[src/design/atr_pkg.sv]
// constants and carrier types for the alert target register bank
`default_nettype none

package atr_pkg;

	// ------------------------------------------------------------
	// register map
	// ------------------------------------------------------------
	localparam logic [7:0] ADDR_PTGT_HIGH = 8'h16;
	localparam logic [7:0] ADDR_PTGT_LOW  = 8'h17;
	localparam logic [7:0] ADDR_TTGT      = 8'h18;
	localparam logic [7:0] RESET_BYTE     = 8'h00;
	localparam logic [7:0] UNMAPPED_BYTE  = 8'h00;

	// ------------------------------------------------------------
	// widths
	// ------------------------------------------------------------
	localparam int PRES_W = 16;
	localparam int TEMP_W = 8;
	localparam int BYTE_W = 8;

	// ------------------------------------------------------------
	// carriers
	// ------------------------------------------------------------
	typedef struct packed {
		logic       wr;
		logic       rd;
		logic [7:0] addr;
		logic [7:0] wdata;
	} atr_reg_req_t;

	typedef struct packed {
		logic              valid;
		logic [PRES_W-1:0] value;
	} atr_pres_smp_t;

	typedef struct packed {
		logic              valid;
		logic [TEMP_W-1:0] value;
	} atr_temp_smp_t;

endpackage : atr_pkg

`default_nettype wire

[src/design/atr_alert_targets.sv]
// alert target registers with per-channel window and threshold compare
`timescale 1ns/1ps
`default_nettype none

// ------------------------------------------------------------
// one compare channel
// ------------------------------------------------------------
module atr_chan #(
	parameter int W = 16
) (
	input  wire logic         clk_i,
	input  wire logic         resetn_i,
	input  wire logic         en_i,
	// sample and setup
	input  wire logic         signed_i,
	input  wire logic         valid_i,
	input  wire logic [W-1:0] sample_i,
	input  wire logic [W-1:0] target_i,
	input  wire logic [W-1:0] window_i,
	// results
	output logic              near_o,
	output logic              cross_o
);
	// two guard bits so t+w and t-w never wrap in either mode
	logic signed [W+1:0] s_ext;
	logic signed [W+1:0] t_ext;
	logic signed [W+1:0] w_ext;
	logic signed [W+1:0] hi_th;
	logic signed [W+1:0] lo_th;
	logic                win_nz;
	logic                near_now;
	logic [2:0]          side_now;
	logic                crossed;
	logic [2:0]          side_q;
	logic                seen_q;

	assign s_ext = signed_i ? {{2{sample_i[W-1]}}, sample_i}
	                        : {2'b00, sample_i};
	assign t_ext = signed_i ? {{2{target_i[W-1]}}, target_i}
	                        : {2'b00, target_i};
	assign w_ext = {2'b00, window_i};
	assign hi_th = t_ext + w_ext;
	assign lo_th = t_ext - w_ext;
	assign win_nz = |window_i;
	assign near_now = (s_ext >= lo_th) && (s_ext <= hi_th) && win_nz;
	assign side_now = {s_ext > hi_th, s_ext >= t_ext, s_ext >= lo_th};
	assign crossed = seen_q && ((side_q[1] != side_now[1]) ||
		(win_nz && ((side_q[2] != side_now[2]) ||
		            (side_q[0] != side_now[0]))));

	always_ff @(posedge clk_i) begin
		if (!resetn_i) begin
			near_o  <= 1'b0;
			cross_o <= 1'b0;
			side_q  <= 3'b000;
			seen_q  <= 1'b0;
		end else if (en_i) begin
			cross_o <= valid_i & crossed;
			if (valid_i) begin
				near_o <= near_now;
				side_q <= side_now;
				seen_q <= 1'b1;
			end
		end
	end
endmodule : atr_chan

// ------------------------------------------------------------
// top: register bank plus two channels
// ------------------------------------------------------------
module atr_alert_targets (
	// clock and reset
	input  wire logic                  clk_i,
	input  wire logic                  resetn_i,
	input  wire logic                  en_i,
	// register access
	input  wire atr_pkg::atr_reg_req_t req_i,
	output logic [7:0]                 rdata_o,
	output logic                       rhit_o,
	// setup from neighbouring registers
	input  wire logic                  altimeter_mode_select_i,
	input  wire logic [15:0]           pressure_window_i,
	input  wire logic [7:0]            temperature_window_value_i,
	// samples
	input  wire atr_pkg::atr_pres_smp_t pres_i,
	input  wire atr_pkg::atr_temp_smp_t temp_i,
	// alert results
	output logic                       pressure_window_alert_flag_o,
	output logic                       temperature_window_alert_flag_o,
	output logic                       pressure_threshold_flag_o,
	output logic                       temperature_threshold_flag_o,
	// targets as seen by the compare logic
	output logic [15:0]                pressure_target_value_o,
	output logic [7:0]                 temperature_target_value_o
);
	logic [7:0] ptgt_high_q;
	logic [7:0] ptgt_low_q;
	logic [7:0] ttgt_q;
	logic       sel_high;
	logic       sel_low;
	logic       sel_temp;
	logic       hit;
	logic [7:0] rmux;

	// ------------------------------------------------------------
	// decode
	// ------------------------------------------------------------
	assign sel_high = req_i.addr == atr_pkg::ADDR_PTGT_HIGH;
	assign sel_low  = req_i.addr == atr_pkg::ADDR_PTGT_LOW;
	assign sel_temp = req_i.addr == atr_pkg::ADDR_TTGT;
	assign hit  = sel_high | sel_low | sel_temp;
	assign rmux = sel_high ? ptgt_high_q :
	              sel_low  ? ptgt_low_q  :
	              sel_temp ? ttgt_q      : atr_pkg::UNMAPPED_BYTE;
	assign pressure_target_value_o    = {ptgt_high_q, ptgt_low_q};
	assign temperature_target_value_o = ttgt_q;

	// ------------------------------------------------------------
	// registers
	// ------------------------------------------------------------
	// bytes update one at a time; a compare between the two writes
	// sees a half-new target, so software should write while idle
	always_ff @(posedge clk_i) begin
		if (!resetn_i) begin
			ptgt_high_q <= atr_pkg::RESET_BYTE;
			ptgt_low_q  <= atr_pkg::RESET_BYTE;
			ttgt_q      <= atr_pkg::RESET_BYTE;
			rdata_o     <= atr_pkg::RESET_BYTE;
			rhit_o      <= 1'b0;
		end else if (en_i) begin
			if (req_i.wr && sel_high) ptgt_high_q <= req_i.wdata;
			if (req_i.wr && sel_low)  ptgt_low_q  <= req_i.wdata;
			if (req_i.wr && sel_temp) ttgt_q      <= req_i.wdata;
			if (req_i.rd) begin
				rdata_o <= rmux;
				rhit_o  <= hit;
			end
		end
	end

	// ------------------------------------------------------------
	// compare channels
	// ------------------------------------------------------------
	atr_chan #(.W(atr_pkg::PRES_W)) u_pres (
		.clk_i    (clk_i),
		.resetn_i (resetn_i),
		.en_i     (en_i),
		.signed_i (altimeter_mode_select_i),
		.valid_i  (pres_i.valid),
		.sample_i (pres_i.value),
		.target_i ({ptgt_high_q, ptgt_low_q}),
		.window_i (pressure_window_i),
		.near_o   (pressure_window_alert_flag_o),
		.cross_o  (pressure_threshold_flag_o)
	);

	atr_chan #(.W(atr_pkg::TEMP_W)) u_temp (
		.clk_i    (clk_i),
		.resetn_i (resetn_i),
		.en_i     (en_i),
		.signed_i (1'b1),
		.valid_i  (temp_i.valid),
		.sample_i (temp_i.value),
		.target_i (ttgt_q),
		.window_i (temperature_window_value_i),
		.near_o   (temperature_window_alert_flag_o),
		.cross_o  (temperature_threshold_flag_o)
	);

	// ------------------------------------------------------------
	// checks
	// ------------------------------------------------------------
	property p_wr_high;
		@(posedge clk_i) disable iff (!resetn_i)
		(en_i && req_i.wr && sel_high) |=> ptgt_high_q == $past(req_i.wdata);
	endproperty
	a_wr_high: assert property (p_wr_high) else $error("high byte lost");

	property p_rd_low;
		@(posedge clk_i) disable iff (!resetn_i)
		(en_i && req_i.rd && sel_low && !req_i.wr)
		|=> rdata_o == ptgt_low_q && rhit_o;
	endproperty
	a_rd_low: assert property (p_rd_low) else $error("low byte misread");

	property p_rd_temp;
		@(posedge clk_i) disable iff (!resetn_i)
		(en_i && req_i.rd && sel_temp && !req_i.wr) |=> rdata_o == ttgt_q;
	endproperty
	a_rd_temp: assert property (p_rd_temp) else $error("temp misread");

	property p_unmapped;
		@(posedge clk_i) disable iff (!resetn_i)
		(en_i && req_i.rd && !hit)
		|=> rdata_o == atr_pkg::UNMAPPED_BYTE && !rhit_o;
	endproperty
	a_unmapped: assert property (p_unmapped)
		else $error("unmapped data");

	property p_zero_win;
		@(posedge clk_i) disable iff (!resetn_i)
		(en_i && temp_i.valid && temperature_window_value_i == 8'h00)
		|=> !temperature_window_alert_flag_o;
	endproperty
	a_zero_win: assert property (p_zero_win) else $error("flag w/o window");

	property p_altitude_signed;
		@(posedge clk_i) disable iff (!resetn_i)
		(en_i && pres_i.valid && altimeter_mode_select_i &&
		 pres_i.value == 16'hFFFF && pressure_target_value_o == 16'h0001 &&
		 pressure_window_i == 16'h0002)
		|=> pressure_window_alert_flag_o;
	endproperty
	a_altitude_signed: assert property (p_altitude_signed)
		else $error("altitude sign");

	property p_bar_unsigned;
		@(posedge clk_i) disable iff (!resetn_i)
		(en_i && pres_i.valid && !altimeter_mode_select_i &&
		 pres_i.value == 16'hFFFF && pressure_target_value_o == 16'h0001 &&
		 pressure_window_i == 16'h0002)
		|=> !pressure_window_alert_flag_o;
	endproperty
	a_bar_unsigned: assert property (p_bar_unsigned) else $error("bar sign");

	property p_cross_cause;
		@(posedge clk_i) disable iff (!resetn_i)
		// a pulse caught by a low enable is frozen, not a stray event
		pressure_threshold_flag_o
		|-> ($past(en_i) && $past(pres_i.valid)) ||
		    (!$past(en_i) && $past(pressure_threshold_flag_o));
	endproperty
	a_cross_cause: assert property (p_cross_cause) else $error("stray cross");

	property p_cross_pulse;
		@(posedge clk_i) disable iff (!resetn_i)
		(temperature_threshold_flag_o && en_i && !temp_i.valid)
		|=> !temperature_threshold_flag_o;
	endproperty
	a_cross_pulse: assert property (p_cross_pulse) else $error("long pulse");

	c_pres_near: cover property (@(posedge clk_i)
		pressure_window_alert_flag_o);
	c_pres_cross: cover property (@(posedge clk_i)
		pressure_threshold_flag_o);
	c_temp_cross: cover property (@(posedge clk_i)
		temperature_threshold_flag_o);
	c_temp_near: cover property (@(posedge clk_i)
		temperature_window_alert_flag_o);
endmodule : atr_alert_targets

`default_nettype wire

[config.mk]
export PLATFORM = sky130hd
export DESIGN_NAME = atr_alert_targets
export DESIGN_NICKNAME = d
export VERILOG_FILES = /design/src/design/atr_pkg.sv /design/src/design/atr_alert_targets.sv
export SDC_FILE = /design/constraint.sdc
export NUM_CORES = 1
export LEC_CHECK = 0
export BUFFER_PORTS_ARGS = -buffer_cell sky130_fd_sc_hd__buf_2
export CAP_MARGIN = 20
export CORE_MARGIN = 3
export CORE_UTILIZATION = 40
export DETAILED_ROUTE_END_ITERATION = 8
export PLACE_DENSITY_LB_ADDON = 0.3
export SYNTH_ARGS = -nofsm -noshare
export SYNTH_HDL_FRONTEND = slang
export SYNTH_SLANG_ARGS = --single-unit
[constraint.sdc]
create_clock -name clk_i -period 4.52 [get_ports clk_i]
set_input_delay 0.452 -clock clk_i [delete_from_list [all_inputs] [get_ports clk_i]]
set_output_delay 0.452 -clock clk_i [all_outputs]
set_load 0.1 [all_outputs]
==> results of run 1 <==
[layout by cell type, fill, tap and decap left out, types with 4 or more instances in the layout]
cell,instances
fa_1,4
buf_2,108
o21ai_0,39
inv_1,81
nor4_1,9
mux2i_1,17
a221oi_1,5
xnor2_1,35
a21oi_1,51
o21bai_1,11
nor3b_1,6
nand2_1,64
and2_1,7
buf_4,26
a21o_1,17
dfxtp_2,4
nor3_1,9
a21boi_0,9
ha_1,130
o21a_1,6
nand3_1,15
dfxtp_1,39
nor2b_1,32
nor2_1,47
clkbuf_16,5
xor2_1,11
a211oi_1,11
nand2b_1,19
nand4_1,10
[sequential cells by signal (all words and copies together) (netlist names)]
signal,flops
ptgt_high_q,8
ptgt_low_q,8
rdata_o,8
rhit_o,1
temperature_target_value_o,8
u_pres.cross_o,1
u_pres.near_o,1
u_pres.seen_q,1
u_pres.side_q,3
u_temp.cross_o,1
u_temp.near_o,1
u_temp.seen_q,1
u_temp.side_q,3
[how the worst max path moves through the flow]
stage / from / end / slack [ns] / depth (start not counted)
floorplan: ptgt_low_q[5]$_SDFFE_PN0P_ / u_pres.near_o$_SDFFE_PN0P_ / 0.02 / 16
global placement: pressure_window_i[0] / u_pres.near_o$_SDFFE_PN0P_ / -0.04 / 21
detailed placement: pressure_window_i[0] / u_pres.near_o$_SDFFE_PN0P_ / -0.12 / 21
CTS: ptgt_low_q[0]$_SDFFE_PN0P_ / u_pres.near_o$_SDFFE_PN0P_ / 0.06 / 20
global route: ptgt_low_q[0]$_SDFFE_PN0P_ / u_pres.near_o$_SDFFE_PN0P_ / -0.002 / 20
finish: ptgt_low_q[0]$_SDFFE_PN0P_ / u_pres.near_o$_SDFFE_PN0P_ / 0.23 / 20
[cells by family (layout without fill, tap and decap cells)]
| family | after synthesis | in the layout | synth area share, % |
|---|---|---|---|
| mux | 17 | 17 | 2.790 |
| fa+ha+maj | 135 | 135 | 28.19 |
| compound gates | 187 | 187 | 19.94 |
| xor+xnor | 46 | 46 | 6.606 |
| buf+inv | 103 | 224 | 6.401 |
| flops | 45 | 45 | 14.77 |
| simple gates | 243 | 243 | 21.30 |
[per-layer routing]
layer | GRT usage, % | routed length (µm) | up-vias
li1 | - | - | 2982
met2 | 35.00 | 8053 | 123
met1 | 28.24 | 8156 | 2639
met4 | 2.995 | 174 | 0
met3 | 2.185 | 751 | 13
met5 | 0 | 0 | -
[stage by stage]
| step | cells | total power [mW] |
|---|---|---|
| detailed placement | 1072 | 0.7666 |
| floorplan | 776 | 0.6454 |
| global placement | 1072 | 0.7622 |
| global route | 1081 | 1.245 |
| finish | 1081 | 1.170 |
| CTS | 1080 | 1.174 |
[power groups by stage]
stage	Combinational, mW	Clock, mW	Sequential, mW
3_5_place_dp	0.350	0	0.417
2_1_floorplan	0.207	0	0.438
3_3_place_gp	0.345	0	0.417
4_1_cts	0.352	0.414	0.408
6_report	0.354	0.409	0.408
5_1_grt	0.401	0.435	0.409
[area by class of cell]
| type | instances | area, µm² | share of cell area [%] |
|---|---|---|---|
| well taps | 184 | 230.2 | 3.193 |
| repair buffers | 134 | 735.7 | 10.20 |
| inverters | 82 | 307.8 | 4.269 |
| clock buffers | 6 | 128.9 | 1.787 |
| multi-input cells | 628 | 4856 | 67.34 |
| flip-flops and latches | 45 | 913.4 | 12.67 |
| clock inverters | 2 | 38.79 | 0.5379 |
[worst register-to-register path, delay by kind of cell (launching register included)]
family | cells | cell delay, ns
AO/OA/AOI/OAI | 11 | 1.69
AND/OR/NAND/NOR | 5 | 1.34
adder cells (fa/ha/maj) | 3 | 0.77
flip-flops | 1 | 0.39
buffers and inverters | 1 | 0.05
[repair_timing]
item | in CTS | in global routing
resized for setup | 0 | 8
setup buffers | 0 | 1
endpoints found under the setup margin | 0 | 4
==> impl_metrics.ini, run 1 <==
[status]
status = completed

[pwr]
p_sw_mw = 0.3582
switching_share_pct = 30.60
p_int_mw = 0.8123
clockPowerShare_pct = 34.9
power_leakage_nw = 3.543
pwr-share-seq_pct = 34.9
ir_drop_v = 0.0001254
combPwrFrac_pct = 30.2
pwr_density_cell_mw_per_mm2 = 162.3

[worst_setup_path]
crit_arrival_ns = 4.50
cp_common_cell = a21oi_1
cp-start-kind = register
path_max_fanout = 6
cp_top_family = compound AO/OA/AOI/OAI gates
r2r-end = u_pres.near_o$_SDFFE_PN0P_
crit_chain = ha_1 > inv_1 > fa_1 > o21bai_1 > a21oi_1 > nor2_1 > o22ai_2 > o311ai_2 > a221oi_2 > or4_1 > nand3_1 > ha_4 > a21oi_1 > a21oi_1 > nor2_1 > o211ai_2 > o21a_1 > o21a_1 > or4b_1 > a21boi_1
slowest_stage = or4b_1
crit_path_end_kind = register
cp_slowest_stage_delay_ns = 0.49
critPathKind = register to register
crit_required_ns = 4.73
reg2reg_depth = 20
cp_num_buf_inv = 1
regToRegStartpoint = ptgt_low_q[0]$_SDFFE_PN0P_
worst-r2r-setup-slack_ns = 0.23

[synthesis]
synth_ff_type = dfxtp_1
ys_seq_area_share_pct = 14.77
synth_top_area_cell = ha_1
synth_top_cells_by_area = ha_1 27%, dfxtp_1 15%, xnor2_1 5.0%, inv_1 5.0%, a21oi_1 4.3%
yosys_warnings = 0
ys_ff_latch = 45
synth_area_mm2 = 0.006098
yosys.cell_count.top_type = ha_1
synth_common_cells = 131 x ha_1, 81 x inv_1, 64 x nand2_1
synth_top_area_share_pct = 26.88
synthCells = 776
post_synth_num_cell_types = 62
avgSynthCellArea_um2 = 7.859
synth_edf_count = 0
synth_nets = 983
async_flop_share_pct = 0

[sta]
fin_setup_tns_ns = 0
setup_slack_ns = 0.2332
slew_headroom_pct = 50.04
finalSetupViolations = 0
tightest_slew_ns = 0.7305
fin_crit_sh_pct = 94.84
layout_min_cycle_time_ns = 4.287
finClkSkew_ns = 0.005706
finalMaxSlewViolations = 0
max_freq_mhz = 233.3
whs_ns = 0.4694
hold_viol = 0

[grt]
grt_max_degree = 46
grt_use_total_pct = 20.37
antenna_found_initial = 0
grt_pass1_wl_um = 27440
grt_pass1_vias = 5486
grt_overflow_total = 0

[floorplanning]
die_area_mm2 = 0.01676
num_io_pins = 109
start_util_pct = 41.49
core_mm2 = 0.01470
dieWidth_um = 129.5
die_h_um = 129.5
rows = 44

[clock_network]
cts_max_level = 2
clock-root-buffer = clkbuf_16
clock_path_buffers = 2
clkLatencyLatePin_ns = 0.28
cts-buffers-inserted = 5
cts_sinks = 45
cts_hold_buf = 0
cts_tree = built
cts.clk_slew.worst_paths_ns = 0.06

[final_layout]
diodes = 0
nNetsFinal = 1103
area_growth_pct = 18.24
postLayoutCellArea_mm2 = 0.007211
layout-drive-gt1-share_pct = 18.62
fin_util_pct = 49.06
fillers = 1442

[detailed_routing]
dr.first_iter.drc_count = 317
wirelength_um = 17130
vias = 5757
via_per_inst = 5.326
dr.pass1.iters = 5
ant_nets = 0
wl_per_cell_um = 15.85
drc_errors = 0

[run]
max-cap-violations = 0

[worst_hold_path]
worstHoldEndpoint = u_temp.seen_q$_SDFFE_PN0P_
worst_hold_path_type = input pin to register
whs_path_depth = 3
worstHoldStart = temp_i[8]

[place]
io_buffers = 108
dp_slack_ns = -0.1178
place_area_mm2 = 0.006987
gp_congestion = 0.8696
hpwl_um = 14580
Note: power is estimated with default switching activity, not from simulation.
==> inputs of run 2 (changes only) <==
--- a/config.mk
+++ b/config.mk
@@ -7,7 +7,7 @@
 export LEC_CHECK = 0
 export BUFFER_PORTS_ARGS = -buffer_cell sky130_fd_sc_hd__buf_2
 export CAP_MARGIN = 20
-export CORE_MARGIN = 3
+export CORE_MARGIN = 5
 export CORE_UTILIZATION = 40
 export DETAILED_ROUTE_END_ITERATION = 8
 export PLACE_DENSITY_LB_ADDON = 0.3
==> constraint.sdc (replaced) <==
create_clock -name clk_i -period 3.8 [get_ports clk_i]
set_input_delay 0.57 -clock clk_i [delete_from_list [all_inputs] [get_ports clk_i]]
set_output_delay 0.57 -clock clk_i [all_outputs]
set_load 0.1 [all_outputs]
==> run 2 against run 1 <==
Sequential cell count did not move; combinational power rose by 43%; routed wire length rose by 8.9%; power rose by 26%; register-to-register slack got worse by 0.62 ns; global-route usage fell by 0.36 points; cell area rose by 17%; via count rose by 7.9%; largest cell class unchanged; setup slack got worse by 0.65 ns; worst hold slack got worse by 0.0043 ns; the run now ends with negative setup slack left.
==> impl_metrics.ini, run 2 (synthesis gave the netlist of run 1 again) <==
[status]
status = complete, but fails checks
violations = negative setup slack

[sta]
tightest_slew_ns = 0.6196
fin_setup_tns_ns = -1.078
finalMaxSlewViolations = 0
max_freq_mhz = 237.2
whs_ns = 0.4652
finClkSkew_ns = 0.006679
slew_headroom_pct = 58.54
hold_viol = 0
finalSetupViolations = 4
layout_min_cycle_time_ns = 4.217
fin_crit_sh_pct = 111.0
setup_slack_ns = -0.4165
rsz0062_at_grt = yes

[pwr]
ir_drop_v = 0.0001861
power_leakage_nw = 4.183
pwr_density_cell_mw_per_mm2 = 175.8

[grt]
grt_pass1_wl_um = 29100
grt_pass1_vias = 5766
antenna_found_initial = 1
grt_overflow_total = 0
grt_max_degree = 46
grt_use_total_pct = 20.02

[run]
max-cap-violations = 0

[place]
io_buffers = 108
gp_congestion = 0.9225
hpwl_um = 15790

[clock_network]
clkLatencyLatePin_ns = 0.28
cts_sinks = 45
clock_path_buffers = 2
cts_tree = built
cts_max_level = 2
cts.clk_slew.worst_paths_ns = 0.07
clock-root-buffer = clkbuf_16
cts-buffers-inserted = 5

[worst_setup_path]
cp-start-kind = input pin
critPathKind = input pin to register
crit_arrival_ns = 4.43
worst-r2r-setup-slack_ns = -0.39
crit_required_ns = 4.01
path_max_fanout = 3
crit_path_end_kind = register

[floorplanning]
dieWidth_um = 133.5
die_h_um = 133.5
die_area_mm2 = 0.01782
start_util_pct = 40.41
num_io_pins = 109
core_mm2 = 0.01509
rows = 45

[final_layout]
layout-drive-gt1-share_pct = 33.83
nNetsFinal = 1211
final_common_cell = buf_4
area_growth_pct = 37.85
fillers = 1452
diodes = 0
final_cell_mix = 132 x buf_4, 124 x ha_1, 106 x buf_2, 75 x inv_1, 64 x nand2_1

[detailed_routing]
ant_nets = 0
dr.pass1.iters = 5
wirelength_um = 18670
wl_per_cell_um = 15.65
drc_errors = 0
dr.first_iter.drc_count = 275
via_per_inst = 5.205
vias = 6209

[worst_hold_path]
worst_hold_path_type = register to register
## run 2: cell types whose count changed in the layout (fill, tap and decap cells not counted), moves of 5 or more
cell     delta
a21oi_1    -12
a21oi_2    +11
buf_4     +106
dfxtp_1    -14
dfxtp_2     +8
dfxtp_4     +6
ha_1        -6
ha_4        +6
inv_1       -6
inv_2       +5
o21ai_0     -6
## run 2: metal layers
layer / up-vias / global-route usage (%) / share of wire [%]
met2: 125 / 34.82 / 48
met1: 2854 / 26.85 / 46
met3: 22 / 2.568 / 3.7
met5: - / 0 / 0.070
met4: 2 / 3.543 / 2.0
li1: 3206 / - / -
## run 2: path summary, 6_finish.rpt
| path | start | endpoint | cells past startpoint |
|---|---|---|---|
| worst max-delay path | pressure_window_i[1] | u_pres.near_o$_SDFFE_PN0P_ | 21 |
| worst min-delay path | u_pres.near_o$_SDFFE_PN0P_ | u_pres.near_o$_SDFFE_PN0P_ | 2 |
| worst max register to register | ptgt_low_q[0]$_SDFFE_PN0P_ | u_pres.near_o$_SDFFE_PN0P_ | 20 |
| worst min register to register | u_pres.near_o$_SDFFE_PN0P_ | u_pres.near_o$_SDFFE_PN0P_ | 2 |
## run 2: critical path: stages
cell	delay (ns)
buf_2	0.11
inv_2	0.06
ha_4	0.28
nor2b_4	0.04
o21a_1	0.23
nor3_4	0.27
o311ai_4	0.13
a221oi_2	0.31
o21bai_1	0.14
a21oi_2	0.19
xnor2_1	0.11
ha_1	0.35
nand4_4	0.15
nor4_4	0.28
o21ai_2	0.11
o211ai_2	0.08
buf_4	0.14
nor2_2	0.04
o21a_1	0.17
or4b_1	0.51
a21boi_1	0.16
## run 2: power by group
part           internal, mW  leakage (nW)  total [mW]  switching [mW]
Sequential            0.475         0.377       0.481         0.00586
Combinational         0.234          3.72       0.507           0.273
Clock                 0.312        0.0810       0.490           0.178
## run 2: what timing repair did
item	CTS	global route
gates cloned	0	0
buffers inserted	9	12
setup endpoints to repair	5	8
resized for setup	16	49
pin swaps	31	58
endpoints found under the hold margin	0	0
hold buffers	0	0
## run 2: final cells by class
| type | instances | area (µm²) | area share [%] |
|---|---|---|---|
| clock buffer | 6 | 128.9 | 1.533 |
| clock inverter | 2 | 38.79 | 0.4614 |
| inverter | 82 | 310.3 | 3.691 |
| multi-input combinational | 628 | 5181 | 61.63 |
| sequential | 45 | 945.9 | 11.25 |
| tap | 188 | 235.2 | 2.798 |
| timing repair buffer | 242 | 1567 | 18.63 |
## run 2: per-stage QoR
step | area, µm² | std cells | worst slack, ns | power [mW] | util, %
floorplan | 6267 | 776 | -0.3652 | 0.7709 | -
global placement | 7809 | 1165 | -0.6523 | 0.9559 | 51.75
detailed placement | 7809 | 1165 | -0.7597 | 0.9611 | 51.75
CTS | 8105 | 1182 | -0.3750 | 1.465 | 53.71
global route | 8407 | 1193 | -0.5994 | 1.565 | 55.71
finish | 8407 | 1193 | -0.4165 | 1.478 | 55.71
==> inputs of run 3 (changes only) <==
--- a/config.mk
+++ b/config.mk
@@ -5,6 +5,7 @@
 export SDC_FILE = /design/constraint.sdc
 export NUM_CORES = 1
 export LEC_CHECK = 0
+export ABC_AREA = 1
 export BUFFER_PORTS_ARGS = -buffer_cell sky130_fd_sc_hd__buf_2
 export CAP_MARGIN = 20
 export CORE_MARGIN = 5
==> run 3 against run 2 <==
The run now ends clean; sequential power grew 2%; synthesized cell count grew 12%; non-clock buffer count down 57; largest power group is now sequential cells; sequential cell count stayed put; largest cell class unchanged; register-to-register slack better by 0.64 ns; first-iteration DRC count grew 28%.
==> impl_metrics.ini, run 3 <==
[worst_setup_path]
slowest_stage = dfxtp_4
cp-start-kind = register
crit_arrival_ns = 3.70
cp_common_cell = nand2_1
critPathKind = register to register
crit_required_ns = 3.96
cp_top_family = simple AND/OR/NAND/NOR gates
path_max_fanout = 4
crit_path_end_kind = register
cp_num_buf_inv = 1
cp_slowest_stage_delay_ns = 0.37
regToRegStartpoint = ptgt_low_q[0]$_SDFFE_PN0P_
cp-startpoint = ptgt_low_q[0]$_SDFFE_PN0P_

[detailed_routing]
dr.pass1.iters = 7
wirelength_um = 18600
dr.first_iter.drc_count = 351
drc_errors = 0
via_per_inst = 5.165
ant_nets = 0
vias = 6374
wl_per_cell_um = 15.08

[sta]
slew_headroom_pct = 65.88
hold_viol = 0
finClkSkew_ns = 0.003450
layout_min_cycle_time_ns = 3.546
tightest_slew_ns = 0.5106
fin_setup_tns_ns = 0
whs_ns = 0.4581
finalSetupViolations = 0
fin_crit_sh_pct = 93.33
rsz0062_at_grt = yes
finalMaxSlewViolations = 0
max_freq_mhz = 282.0

[run]
max-cap-violations = 0

[floorplanning]
die_h_um = 132.6
die_area_mm2 = 0.01759
rows = 44
dieWidth_um = 132.6
num_io_pins = 109
start_util_pct = 41.08
core_mm2 = 0.01464

[synthesis]
yosys_warnings = 0
synthCells = 872
ys_seq_area_share_pct = 14.98
yosys.cell_count.top_type = nand2_1
synth_nets = 1079
post_synth_num_cell_types = 37
synth_top_cells_by_area = ha_1 27%, dfxtp_1 15%, nand2_1 11%, inv_1 8.6%, a21oi_1 8.5%
ys_ff_latch = 45
async_flop_share_pct = 0
synth_top_area_cell = ha_1
avgSynthCellArea_um2 = 6.899
synth_area_mm2 = 0.006016
synth_edf_count = 0
synth_top_area_share_pct = 27.25
synth_common_cells = 169 x nand2_1, 138 x inv_1, 131 x ha_1
synth_ff_type = dfxtp_1

[worst_hold_path]
worstHoldStart = u_pres.seen_q$_SDFFE_PN0P_
worst_hold_path_type = register to register

[final_layout]
nNetsFinal = 1256
area_growth_pct = 25.69
final_common_cell = nand2_1
postLayoutCellArea_mm2 = 0.007561
seqCellArea_um2 = 918.4
diodes = 0
multi_input_area_mm2 = 0.004607
fin_util_pct = 51.63
final_cell_mix = 167 x nand2_1, 136 x inv_1, 130 x ha_1, 108 x buf_2, 100 x a21oi_1
layout-drive-gt1-share_pct = 22.48
fillers = 1494

[clock_network]
cts_hold_buf = 0
clkLatencyLatePin_ns = 0.29
cts_sinks = 45
cts_tree = built
cts.clk_slew.worst_paths_ns = 0.06
clock-root-buffer = clkbuf_16
cts_max_level = 2
clock_path_buffers = 2
cts-buffers-inserted = 5

[grt]
grt_overflow_total = 0
grt_pass1_vias = 5966
antenna_found_initial = 0
grt_pass1_wl_um = 29560
grt_max_degree = 34
grt_use_total_pct = 20.59

[pwr]
fin_total_pwr_mw = 1.438
pwr_density_cell_mw_per_mm2 = 190.2
power_leakage_nw = 4.060
ir_drop_v = 0.0001472

[status]
status = completed

[place]
gp_congestion = 0.9283
io_buffers = 108
hpwl_um = 16260
place_area_mm2 = 0.007277
[run 3: cell types whose count changed in the layout (fill, tap and decap cells not counted), moves of 13 or more]
| cell | change |
|---|---|
| mux2i_1 | -17 |
| inv_1 | +61 |
| xnor2_1 | -32 |
| buf_4 | -55 |
| nand2b_1 | -18 |
| a21o_1 | -13 |
| a21oi_1 | +61 |
| nand2_1 | +103 |
| nor2b_1 | -30 |
| o21ai_0 | +16 |
| xor2_1 | +30 |
[run 3: cell families (layout without fill, tap and decap cells)]
logic type,Yosys count,after routing,share of synthesized area [%]
AO/OA/AOI/OAI,206,206,19.90
XOR/XNOR,45,45,6.552
adder cells (fa/ha/maj),135,135,28.58
buffers and inverters,155,333,9.775
flip-flops,45,45,14.97
AND/OR/NAND/NOR,286,286,20.22
[run 3: cell type report]
| cell class | count | share of cell area (%) |
|---|---|---|
| Clock inverter | 1 | 0.06619 |
| Timing Repair Buffer | 185 | 14.79 |
| Tap cell | 184 | 3.045 |
| Multi-Input combinational cell | 672 | 60.93 |
| Sequential cell | 45 | 12.15 |
| Inverter | 140 | 7.000 |
| Clock buffer | 7 | 2.019 |
[run 3: final timing paths]
kind | endpoint | slack (ns) | cells past startpoint
max | u_pres.cross_o$_SDFFE_PN0P_ | 0.25 | 26
min | u_pres.seen_q$_SDFFE_PN0P_ | 0.46 | 2
max reg2reg | u_pres.cross_o$_SDFFE_PN0P_ | 0.25 | 26
min reg2reg | u_pres.seen_q$_SDFFE_PN0P_ | 0.46 | 2
[run 3: per-layer routing]
metal / share of wire, % / wire (µm) / track usage (%)
met4: 2.5 / 459 / 5.774
met1: 46 / 8601 / 27.26
met5: 0 / 0 / 0
met3: 4.9 / 910 / 2.354
met2: 46 / 8631 / 35.39
[run 3: metrics by stage]
stage                     cells  worst slack [ns]
after global routing       1234          -0.05719
after detailed placement   1221           -0.1096
final                      1234            0.2536
after floorplan             872           0.01255
after CTS                  1229           0.09169
after global placement     1221          -0.04469
[run 3: timing repair]
action                                  in CTS  in global routing
setup buffers                                0                  5
resized for setup                            0                 26
endpoints found under the setup margin       0                  6
[run 3: worst min-delay path, stage by stage, from the launching register on]
cell     delay (ns)
dfxtp_1        0.30
inv_1          0.06
a21oi_1        0.06
[run 3: where the power goes]
group / total (mW) / switching, mW / leakage [nW] / internal [mW]
sequential: 0.489 / 0.00671 / 0.371 / 0.482
clock: 0.460 / 0.182 / 0.0799 / 0.279
combinational: 0.489 / 0.304 / 3.61 / 0.185
total: 1.44 / 0.492 / 4.06 / 0.946
